## src/rtl/apm_pkg.sv

```systemverilog
package apm_pkg;
  localparam int unsigned RES_BITS = 12;
  localparam int unsigned LEAD_ZEROS = 4;
  localparam int unsigned FRAME_EDGES = 16;
  localparam logic [4:0] SHUT_MIN_EDGE = 5'h02;
  localparam logic [4:0] NORMAL_MIN_EDGE = 5'h0a;
  localparam logic [4:0] FULL_EDGE = 5'h10;
  localparam logic [4:0] TRACK_RISE = 5'h0d;
  localparam int unsigned CLK_PERIOD_NS = 100;
  localparam int unsigned PWRUP_TIME_NS = 1000;
  localparam int unsigned PWRUP_CYCLES = (PWRUP_TIME_NS + CLK_PERIOD_NS - 1) / CLK_PERIOD_NS;
  localparam int unsigned FIFO_DEPTH = 8;
  typedef enum logic [1:0] {APM_IDLE, APM_FRAME, APM_DONE} apm_state_t;
endpackage

```

## src/rtl/apm_ctrl.sv

```systemverilog
`timescale 1ns/1ps
`default_nettype none
module apm_ctrl #(
  parameter int RES_W = apm_pkg::RES_BITS,
  parameter int DEPTH = apm_pkg::FIFO_DEPTH
) (
  input wire logic i_core_clk,
  input wire logic i_rst,
  input wire logic i_cs_n,
  input wire logic i_sclk,
  input wire logic i_sample_valid,
  output logic o_sample_ready,
  input wire logic [RES_W-1:0] i_sample_data,
  output logic o_result_out,
  output logic o_result_oe,
  output logic o_hold,
  output logic o_powered,
  output logic o_shutdown,
  output logic o_result_usable
);
  // Pin synchronisers and edge registers
  logic [1:0] cs_sync_q;
  logic [1:0] cs_sync_d;
  logic [1:0] sclk_sync_q;
  logic [1:0] sclk_sync_d;
  logic cs_n_q;
  logic sclk_q;
  // Frame counters
  logic [4:0] fall_cnt_q;
  logic [4:0] fall_cnt_d;
  logic [4:0] rise_cnt_q;
  logic [4:0] rise_cnt_d;
  // Mode and power state
  logic shut_q;
  logic shut_d;
  logic waking_q;
  logic waking_d;
  logic [7:0] pwr_cnt_q;
  logic [7:0] pwr_cnt_d;
  // Result path
  logic [RES_W-1:0] word_q;
  logic [RES_W-1:0] word_d;
  logic [apm_pkg::FRAME_EDGES-1:0] shreg_q;
  logic [apm_pkg::FRAME_EDGES-1:0] shreg_d;
  logic out_q;
  logic out_d;
  logic oe_q;
  logic oe_d;
  logic hold_q;
  logic hold_d;
  logic usable_q;
  logic usable_d;
  apm_pkg::apm_state_t state_q;
  apm_pkg::apm_state_t state_d;
  logic fifo_valid;
  logic [RES_W-1:0] fifo_data;

  // Pin events, seen only after two flip-flops
  assign cs_sync_d = {cs_sync_q[0], i_cs_n};
  assign sclk_sync_d = {sclk_sync_q[0], i_sclk};
  wire cs_n_s = cs_sync_q[1];
  wire sclk_s = sclk_sync_q[1];
  wire cs_fall = cs_n_q && !cs_n_s;
  wire cs_rise = !cs_n_q && cs_n_s;
  wire sclk_fall = sclk_q && !sclk_s && !cs_n_s;
  wire sclk_rise = !sclk_q && sclk_s && !cs_n_s;

  // Frame position
  wire in_idle = (state_q == apm_pkg::APM_IDLE);
  wire in_frame = (state_q == apm_pkg::APM_FRAME);
  wire in_done = (state_q == apm_pkg::APM_DONE);
  wire start_frame = cs_fall && in_idle;
  wire end_frame = cs_rise && in_frame;
  wire early = fall_cnt_q < apm_pkg::SHUT_MIN_EDGE;
  wire before_ten = fall_cnt_q < apm_pkg::NORMAL_MIN_EDGE;
  wire full_word = fall_cnt_q >= apm_pkg::FULL_EDGE;
  wire word_done = in_frame && full_word;
  wire count_fall = sclk_fall && in_frame && !full_word;
  wire count_rise = sclk_rise && in_frame && (rise_cnt_q != apm_pkg::FULL_EDGE);
  wire track_edge = sclk_rise && in_frame && (rise_cnt_q == apm_pkg::TRACK_RISE - 5'h01);
  wire shift_bit = sclk_fall && in_frame;

  assign fall_cnt_d = start_frame ? 5'h00 : count_fall ? fall_cnt_q + 5'h01 : fall_cnt_q;
  assign rise_cnt_d = start_frame ? 5'h00 : count_rise ? rise_cnt_q + 5'h01 : rise_cnt_q;

  // Mode decision at select rise; under two edges counts as noise
  wire wake_abort = waking_q && before_ten;
  wire shut_abort = !early && before_ten;
  wire glitch_keep = early && shut_q;
  // Ten or more edges leave the device in normal mode
  wire shut_next = wake_abort || shut_abort || glitch_keep;
  assign shut_d = start_frame ? 1'b0 : end_frame ? shut_next : shut_q;
  assign waking_d = start_frame ? shut_q : (end_frame || word_done) ? 1'b0 : waking_q;

  // Power-up timer restarts on every exit from shutdown
  wire pwr_done = (pwr_cnt_q == 8'(apm_pkg::PWRUP_CYCLES));
  assign pwr_cnt_d = shut_q ? 8'h00 : pwr_done ? pwr_cnt_q : pwr_cnt_q + 8'h01;

  always_comb begin
    state_d = state_q;
    case (state_q)
      apm_pkg::APM_IDLE: begin
        if (cs_fall) begin
          state_d = apm_pkg::APM_FRAME;
        end
      end
      apm_pkg::APM_FRAME: begin
        if (cs_rise) begin
          state_d = apm_pkg::APM_IDLE;
        end else if (full_word) begin
          state_d = apm_pkg::APM_DONE;
        end
      end
      apm_pkg::APM_DONE: begin
        // Select idled low is ignored until it rises
        if (cs_rise) begin
          state_d = apm_pkg::APM_IDLE;
        end
      end
      default: begin
        state_d = apm_pkg::APM_IDLE;
      end
    endcase
  end

  // Empty queue repeats the last word rather than stalling the host
  wire [RES_W-1:0] load_word = fifo_valid ? fifo_data : word_q;
  wire fifo_pop = start_frame && fifo_valid;
  wire [apm_pkg::FRAME_EDGES-1:0] shreg_shift = shift_bit ? {shreg_q[apm_pkg::FRAME_EDGES-2:0], 1'b0} : shreg_q;
  assign word_d = start_frame ? load_word : word_q;
  assign shreg_d = start_frame ? {{apm_pkg::LEAD_ZEROS{1'b0}}, load_word} : shreg_shift;
  assign out_d = start_frame ? 1'b0 : shift_bit ? shreg_q[apm_pkg::FRAME_EDGES-1] : out_q;
  assign oe_d = start_frame ? 1'b1 : (cs_rise || word_done) ? 1'b0 : oe_q;
  assign hold_d = start_frame ? 1'b1 : (cs_rise || track_edge) ? 1'b0 : hold_q;
  // Frame opening in shutdown or before the timer ends carries a stale word
  assign usable_d = start_frame ? !(shut_q || !pwr_done) : usable_q;

  // Converter results queue here; a full queue stalls the source through o_sample_ready
  apm_fifo #(.WIDTH(RES_W), .DEPTH(DEPTH)) u_fifo (
    .i_core_clk(i_core_clk),
    .i_rst(i_rst),
    .i_in_valid(i_sample_valid),
    .o_in_ready(o_sample_ready),
    .i_in_data(i_sample_data),
    .o_out_valid(fifo_valid),
    .i_out_ready(fifo_pop),
    .o_out_data(fifo_data)
  );

  always_ff @(posedge i_core_clk or posedge i_rst) begin
    if (i_rst) begin
      cs_sync_q <= 2'h3;
    end else begin
      cs_sync_q <= cs_sync_d;
    end
  end

  always_ff @(posedge i_core_clk or posedge i_rst) begin
    if (i_rst) begin
      sclk_sync_q <= 2'h0;
    end else begin
      sclk_sync_q <= sclk_sync_d;
    end
  end

  // Edge registers reset to the idle pin levels, so reset makes no false edge
  always_ff @(posedge i_core_clk or posedge i_rst) begin
    if (i_rst) begin
      cs_n_q <= 1'b1;
    end else begin
      cs_n_q <= cs_n_s;
    end
  end

  always_ff @(posedge i_core_clk or posedge i_rst) begin
    if (i_rst) begin
      sclk_q <= 1'b0;
    end else begin
      sclk_q <= sclk_s;
    end
  end

  always_ff @(posedge i_core_clk or posedge i_rst) begin
    if (i_rst) begin
      state_q <= apm_pkg::APM_IDLE;
    end else begin
      state_q <= state_d;
    end
  end

  always_ff @(posedge i_core_clk or posedge i_rst) begin
    if (i_rst) begin
      fall_cnt_q <= 5'h00;
    end else begin
      fall_cnt_q <= fall_cnt_d;
    end
  end

  always_ff @(posedge i_core_clk or posedge i_rst) begin
    if (i_rst) begin
      rise_cnt_q <= 5'h00;
    end else begin
      rise_cnt_q <= rise_cnt_d;
    end
  end

  always_ff @(posedge i_core_clk or posedge i_rst) begin
    if (i_rst) begin
      shut_q <= 1'b0;
    end else begin
      shut_q <= shut_d;
    end
  end

  always_ff @(posedge i_core_clk or posedge i_rst) begin
    if (i_rst) begin
      waking_q <= 1'b0;
    end else begin
      waking_q <= waking_d;
    end
  end

  always_ff @(posedge i_core_clk or posedge i_rst) begin
    if (i_rst) begin
      pwr_cnt_q <= 8'h00;
    end else begin
      pwr_cnt_q <= pwr_cnt_d;
    end
  end

  always_ff @(posedge i_core_clk or posedge i_rst) begin
    if (i_rst) begin
      word_q <= '0;
    end else begin
      word_q <= word_d;
    end
  end

  always_ff @(posedge i_core_clk or posedge i_rst) begin
    if (i_rst) begin
      shreg_q <= '0;
    end else begin
      shreg_q <= shreg_d;
    end
  end

  always_ff @(posedge i_core_clk or posedge i_rst) begin
    if (i_rst) begin
      out_q <= 1'b0;
    end else begin
      out_q <= out_d;
    end
  end

  always_ff @(posedge i_core_clk or posedge i_rst) begin
    if (i_rst) begin
      oe_q <= 1'b0;
    end else begin
      oe_q <= oe_d;
    end
  end

  always_ff @(posedge i_core_clk or posedge i_rst) begin
    if (i_rst) begin
      hold_q <= 1'b0;
    end else begin
      hold_q <= hold_d;
    end
  end

  always_ff @(posedge i_core_clk or posedge i_rst) begin
    if (i_rst) begin
      usable_q <= 1'b0;
    end else begin
      usable_q <= usable_d;
    end
  end

  // Sixteenth edge drives the LSB; float begins the cycle after
  assign o_result_out = out_q;
  assign o_result_oe = oe_q && !in_done;
  assign o_hold = hold_q;
  assign o_powered = pwr_done && !waking_q && !shut_q;
  assign o_shutdown = shut_q;
  assign o_result_usable = usable_q;
endmodule
`default_nettype wire

```

## src/rtl/apm_fifo.sv

```systemverilog
`timescale 1ns/1ps
`default_nettype none
module apm_fifo #(
  parameter int WIDTH = 12,
  parameter int DEPTH = 8
) (
  input wire logic i_core_clk,
  input wire logic i_rst,
  input wire logic i_in_valid,
  output logic o_in_ready,
  input wire logic [WIDTH-1:0] i_in_data,
  output logic o_out_valid,
  input wire logic i_out_ready,
  output logic [WIDTH-1:0] o_out_data
);
  localparam int AW = $clog2(DEPTH);
  logic [WIDTH-1:0] mem_q [DEPTH];
  logic [AW-1:0] wr_q;
  logic [AW-1:0] rd_q;
  logic [AW:0] cnt_q;
  wire push = i_in_valid && o_in_ready;
  wire pop = o_out_valid && i_out_ready;
  assign o_in_ready = (cnt_q != (AW+1)'(DEPTH));
  assign o_out_valid = (cnt_q != '0);
  assign o_out_data = mem_q[rd_q];
  always_ff @(posedge i_core_clk or posedge i_rst) begin
    if (i_rst) begin
      wr_q <= '0;
      rd_q <= '0;
      cnt_q <= '0;
    end else begin
      if (push) wr_q <= (wr_q == AW'(DEPTH-1)) ? '0 : wr_q + 1'b1;
      if (pop) rd_q <= (rd_q == AW'(DEPTH-1)) ? '0 : rd_q + 1'b1;
      cnt_q <= cnt_q + (AW+1)'(push) - (AW+1)'(pop);
    end
  end
  always_ff @(posedge i_core_clk) begin
    if (push) mem_q[wr_q] <= i_in_data;
  end
endmodule
`default_nettype wire

```

## config.mk

```make
export PLATFORM = sky130hd
export DESIGN_NAME = apm_ctrl
export DESIGN_NICKNAME = d
export VERILOG_FILES = /design/src/rtl/apm_pkg.sv /design/src/rtl/apm_ctrl.sv /design/src/rtl/apm_fifo.sv
export SDC_FILE = /design/constraint.sdc
export NUM_CORES = 1
export LEC_CHECK = 0
export ABC_AREA = 1
export ABC_CLOCK_PERIOD_IN_PS = 2500
export BUFFER_PORTS_ARGS = -buffer_cell sky130_fd_sc_hd__buf_4
export CORE_MARGIN = 5
export CORE_UTILIZATION = 30
export DETAILED_ROUTE_END_ITERATION = 6
export GPL_TIMING_DRIVEN = 0
export PLACE_DENSITY = 0.56
export SYNTH_ARGS = -nofsm -noshare
export SYNTH_HDL_FRONTEND = slang
export SYNTH_SLANG_ARGS = --single-unit
```

## constraint.sdc

```tcl
create_clock -name i_core_clk -period 2.5 [get_ports i_core_clk]
set_input_delay 0.5 -clock i_core_clk [delete_from_list [all_inputs] [get_ports i_core_clk]]
set_output_delay 0.5 -clock i_core_clk [all_outputs]
set_load 0.03 [all_outputs]
```

==> out/summary.log <==
INFO  floorplanning  coreArea=0.0244mm²
INFO  synth          synth_largest_area_cell=edfxtp_1
INFO  place          detailedPlace.worstSlack=-226ps
INFO  cts            clockRootBuffer=clkbuf_16
INFO  global_routing global_route_wire_length_before_repair=26100µm
INFO  sta            maxClockFrequency=431MHz
INFO  floorplanning  rows=57
INFO  synth          synth.top_cell.area_share=38.6%
INFO  outcome        status=complete, no violations
INFO  place          gpl.final_weighted_congestion=0.791
INFO  cells_and_area drive_gt1_share=15.5%
INFO  synth          synthTopCellsByCount=nand2_1 (181), inv_1 (111), edfxtp_1 (96)
INFO  min_path       hold_path_startpoint=i_cs_n
INFO  detailed_routing via_density_per_instance=4.42
INFO  synth          synth_seq_cells=166
INFO  sta            timing_hold_violations_final=0
INFO  synth          async_flop_share=42.2%
INFO  cts            cts.sink_count=166
INFO  sta            report.final.slew_viol_count=0
INFO  sta            final_critical_path_setup_slack=179ps
INFO  pwr            cellLeakagePower=3.79nW
INFO  place          dp.final_hpwl=10500µm
INFO  synth          yosys-top-cells-area=edfxtp_1 (39%), dfrtp_1 (22%), nand2_1 (9.1%), nand3_1 (5.8%), inv_1 (5.6%)
INFO  cells_and_area fillerInstances=2468
INFO  cts            cts.path.max_buffers=2
INFO  critical_path  critical_path.startpoint_type=flip-flop
INFO  cts            clk_transition_reported_paths=70ps
INFO  synth          yosysWarnings=0
INFO  critical_path  critPathMaxStageDelay=590ps
INFO  sta            layout_min_cycle_time=2320ps
INFO  cells_and_area multi_input_comb_area=0.00224mm²
INFO  detailed_routing detail_route.wirelength=16300µm
INFO  critical_path  worst-endpoint-arrival=2630ps
INFO  critical_path  crit_start=cs_n_q$_DFF_PP1_
INFO  sta            rsz_0062_raised_after_global_routing=no
INFO  cells_and_area register_area=0.00464mm²
INFO  detailed_routing drt_pre_antenna_iters=5
INFO  critical_path  crit_path_end_kind=flip-flop
INFO  floorplanning  die_x=168µm
INFO  critical_path  worst_ep_required_time=2800ps
INFO  floorplanning  floorplan.io_pins=24
INFO  critical_path  worst-path-max-fanout=12
INFO  sta            max_slew.worst_pin.slew=888ps
INFO  synth          synth-main-ff-cell=edfxtp_1
INFO  floorplanning  dieArea=0.0282mm²
INFO  sta            headroom_to_the_max_slew_limit=40.7%
INFO  critical_path  cell_by_cell_trace_of_the_critical_path=nand4_4, nor2_2, ha_1, inv_1, ha_1, fa_1, xor2_1
INFO  synth          netlist_area=0.00747mm²
INFO  cells_and_area number_of_nets_in_the_layout=835
INFO  global_routing grt.overflow.total=0
INFO  global_routing grt_pass1_vias=4874
INFO  detailed_routing drt_iter0_drc=321
INFO  detailed_routing avgRoutedWirePerCell=14.3µm
INFO  sta            report.final.setup_viol=0
INFO  critical_path  crit_slowest_cell=dfstp_2
INFO  detailed_routing drt_drc_violations_left=0
INFO  cells_and_area area_growth=16.5%
INFO  critical_path  critPathKind=reg -> reg
INFO  global_routing grt.total_usage=11.8%
INFO  pwr            irDropWorstVdd=504µV
INFO  detailed_routing antenna_violating_nets_post_route=0
INFO  place          place_inst=1106
INFO  pwr            powerDensity=1020mW/mm²
INFO  synth          netlist_instances=757
INFO  synth          synth_fp_nets=790
INFO  critical_path  crit_family=adder cells
INFO  critical_path  critical_path.n_buffers_inverters=1
INFO  floorplanning  floorplan.initialDensity=30.6%
INFO  cts            clk-insertion-delay-late=420ps
INFO  synth          synth.most_common_cell=nand2_1
INFO  min_path       holdCritPathClass=in -> reg
INFO  cells_and_area finish.cell_count_without_fillers=1139
INFO  floorplanning  die_h=168µm
INFO  synth          yosysUniqueCellTypes=39
INFO  synth          avg_inst_size_synth=9.87µm²
INFO  synth          yosysSeqAreaShare=62.1%
INFO  critical_path  r2r-start=cs_n_q$_DFF_PP1_
INFO  cts            cts-htree-levels=4
INFO  cts            cts_made_buffers=17
INFO  job            cap_violations=0
INFO  sta            post-route-period-util=92.8%
INFO  global_routing grt_antenna_before_repair=0
INFO  global_routing grt_start_max_net_pins=68
INFO  detailed_routing num_vias=5037
INFO  place          port_buffers=23
INFO  cells_and_area antenna_cells=0
INFO  sta            final.setup_skew=11.3ps
INFO  cts            cts_tree=built
INFO  synth          synth-edff-count=96
INFO  critical_path  cp_common_cell=ha_1
[routing by layer]
layer  global-route usage [%]  vias up  part of all wire, %
met5                        0        -                    0
met3                     2.37       13                  3.5
met2                     19.7       86                   49
met1                     15.5     2396                   46
li1                         -     2542                    -
met4                     3.81        0                  1.2
[final timing paths]
path	to	slack (ps)	cells past startpoint
max	u_fifo.cnt_q[2]$_DFF_PP0_	180	7
min	cs_sync_q[0]$_DFF_PP1_	180	1
max reg2reg	u_fifo.cnt_q[2]$_DFF_PP0_	180	7
min reg2reg	cs_sync_q[1]$_DFF_PP1_	360	0
max in group asynchronous	cs_sync_q[0]$_DFF_PP1_	1440	4
min in group asynchronous	pwr_cnt_q[4]$_DFFE_PP0N_	510	3
[stage by stage]
stage               TNS (ps)  power (W)  util [%]  hold slack [ps]  area [µm²]
floorplan                  0    0.00555         -              331        7470
CTS                        0    0.00899      35.7              171        8700
detailed placement    -10450    0.00634      33.2              348        8090
finish                     0    0.00891      35.7              184        8700
global placement      -63410    0.00629      33.0              348        8050
global route               0    0.00948      35.7              169        8700
[flip-flops by register name (all words and copies together), names as in the netlist]
signal           count
rise_cnt_q           5
o_result_usable      1
u_fifo.rd_q          3
waking_q             1
sclk_sync_q          2
pwr_cnt_q            8
word_q              12
u_fifo.wr_q          3
cs_sync_q            2
o_hold               1
shreg_q             16
o_shutdown           1
state_q              2
fall_cnt_q           5
cs_n_q               1
u_fifo.mem_q        96
oe_q                 1
sclk_q               1
u_fifo.cnt_q         4
o_result_out         1
[cell type report]
cell class / count / area share (%)
flip-flops and latches: 166 / 53.3
multi-input cells: 447 / 25.8
inverters: 117 / 5.07
clock buffers: 17 / 4.89
well taps: 324 / 4.66
repair buffers: 27 / 2.63
plain buffers: 26 / 1.85
clock inverters: 15 / 1.83
[report_power, final]
group / switching, W / internal [W]
Sequential: 0.000235 / 0.00347
Clock: 0.00119 / 0.00142
Combinational: 0.00173 / 0.000857
Total: 0.00316 / 0.00575
[cell families (layout without fill, tap and decap cells)]
| logic type | count (synthesis) | in the layout | synth area share, % |
|---|---|---|---|
| AND/OR/NAND/NOR | 358 | 358 | 21.2 |
| XOR/XNOR | 6 | 6 | 0.704 |
| buffers and inverters | 144 | 202 | 8.11 |
| flip-flops | 166 | 166 | 62.1 |
| adder cells (fa/ha/maj) | 16 | 16 | 2.78 |
| AO/OA/AOI/OAI | 67 | 67 | 5.16 |
[repair_timing]
item                       4_1_cts  5_1_grt
buffers inserted                 0        1
resized for setup                6        1
hold buffers                     1        0
hold endpoints to repair         3        0
setup endpoints to repair       72       13
[layout by cell type (no fill, tap or decap), types with 4 or more instances in the layout]
master,count
nand4_1,4
nand3_1,87
inv_1,110
buf_4,30
o21ai_0,26
inv_2,5
ha_1,15
clkbuf_16,17
inv_6,5
buf_6,4
o31ai_1,4
dfrtp_1,67
nand2_1,181
a21oi_1,13
nor2_2,18
o21ai_1,11
edfxtp_1,96
nor2_1,52
xor2_1,4
buf_2,15
a21oi_2,6
No activity file was read; power rests on OpenSTA's default activity.
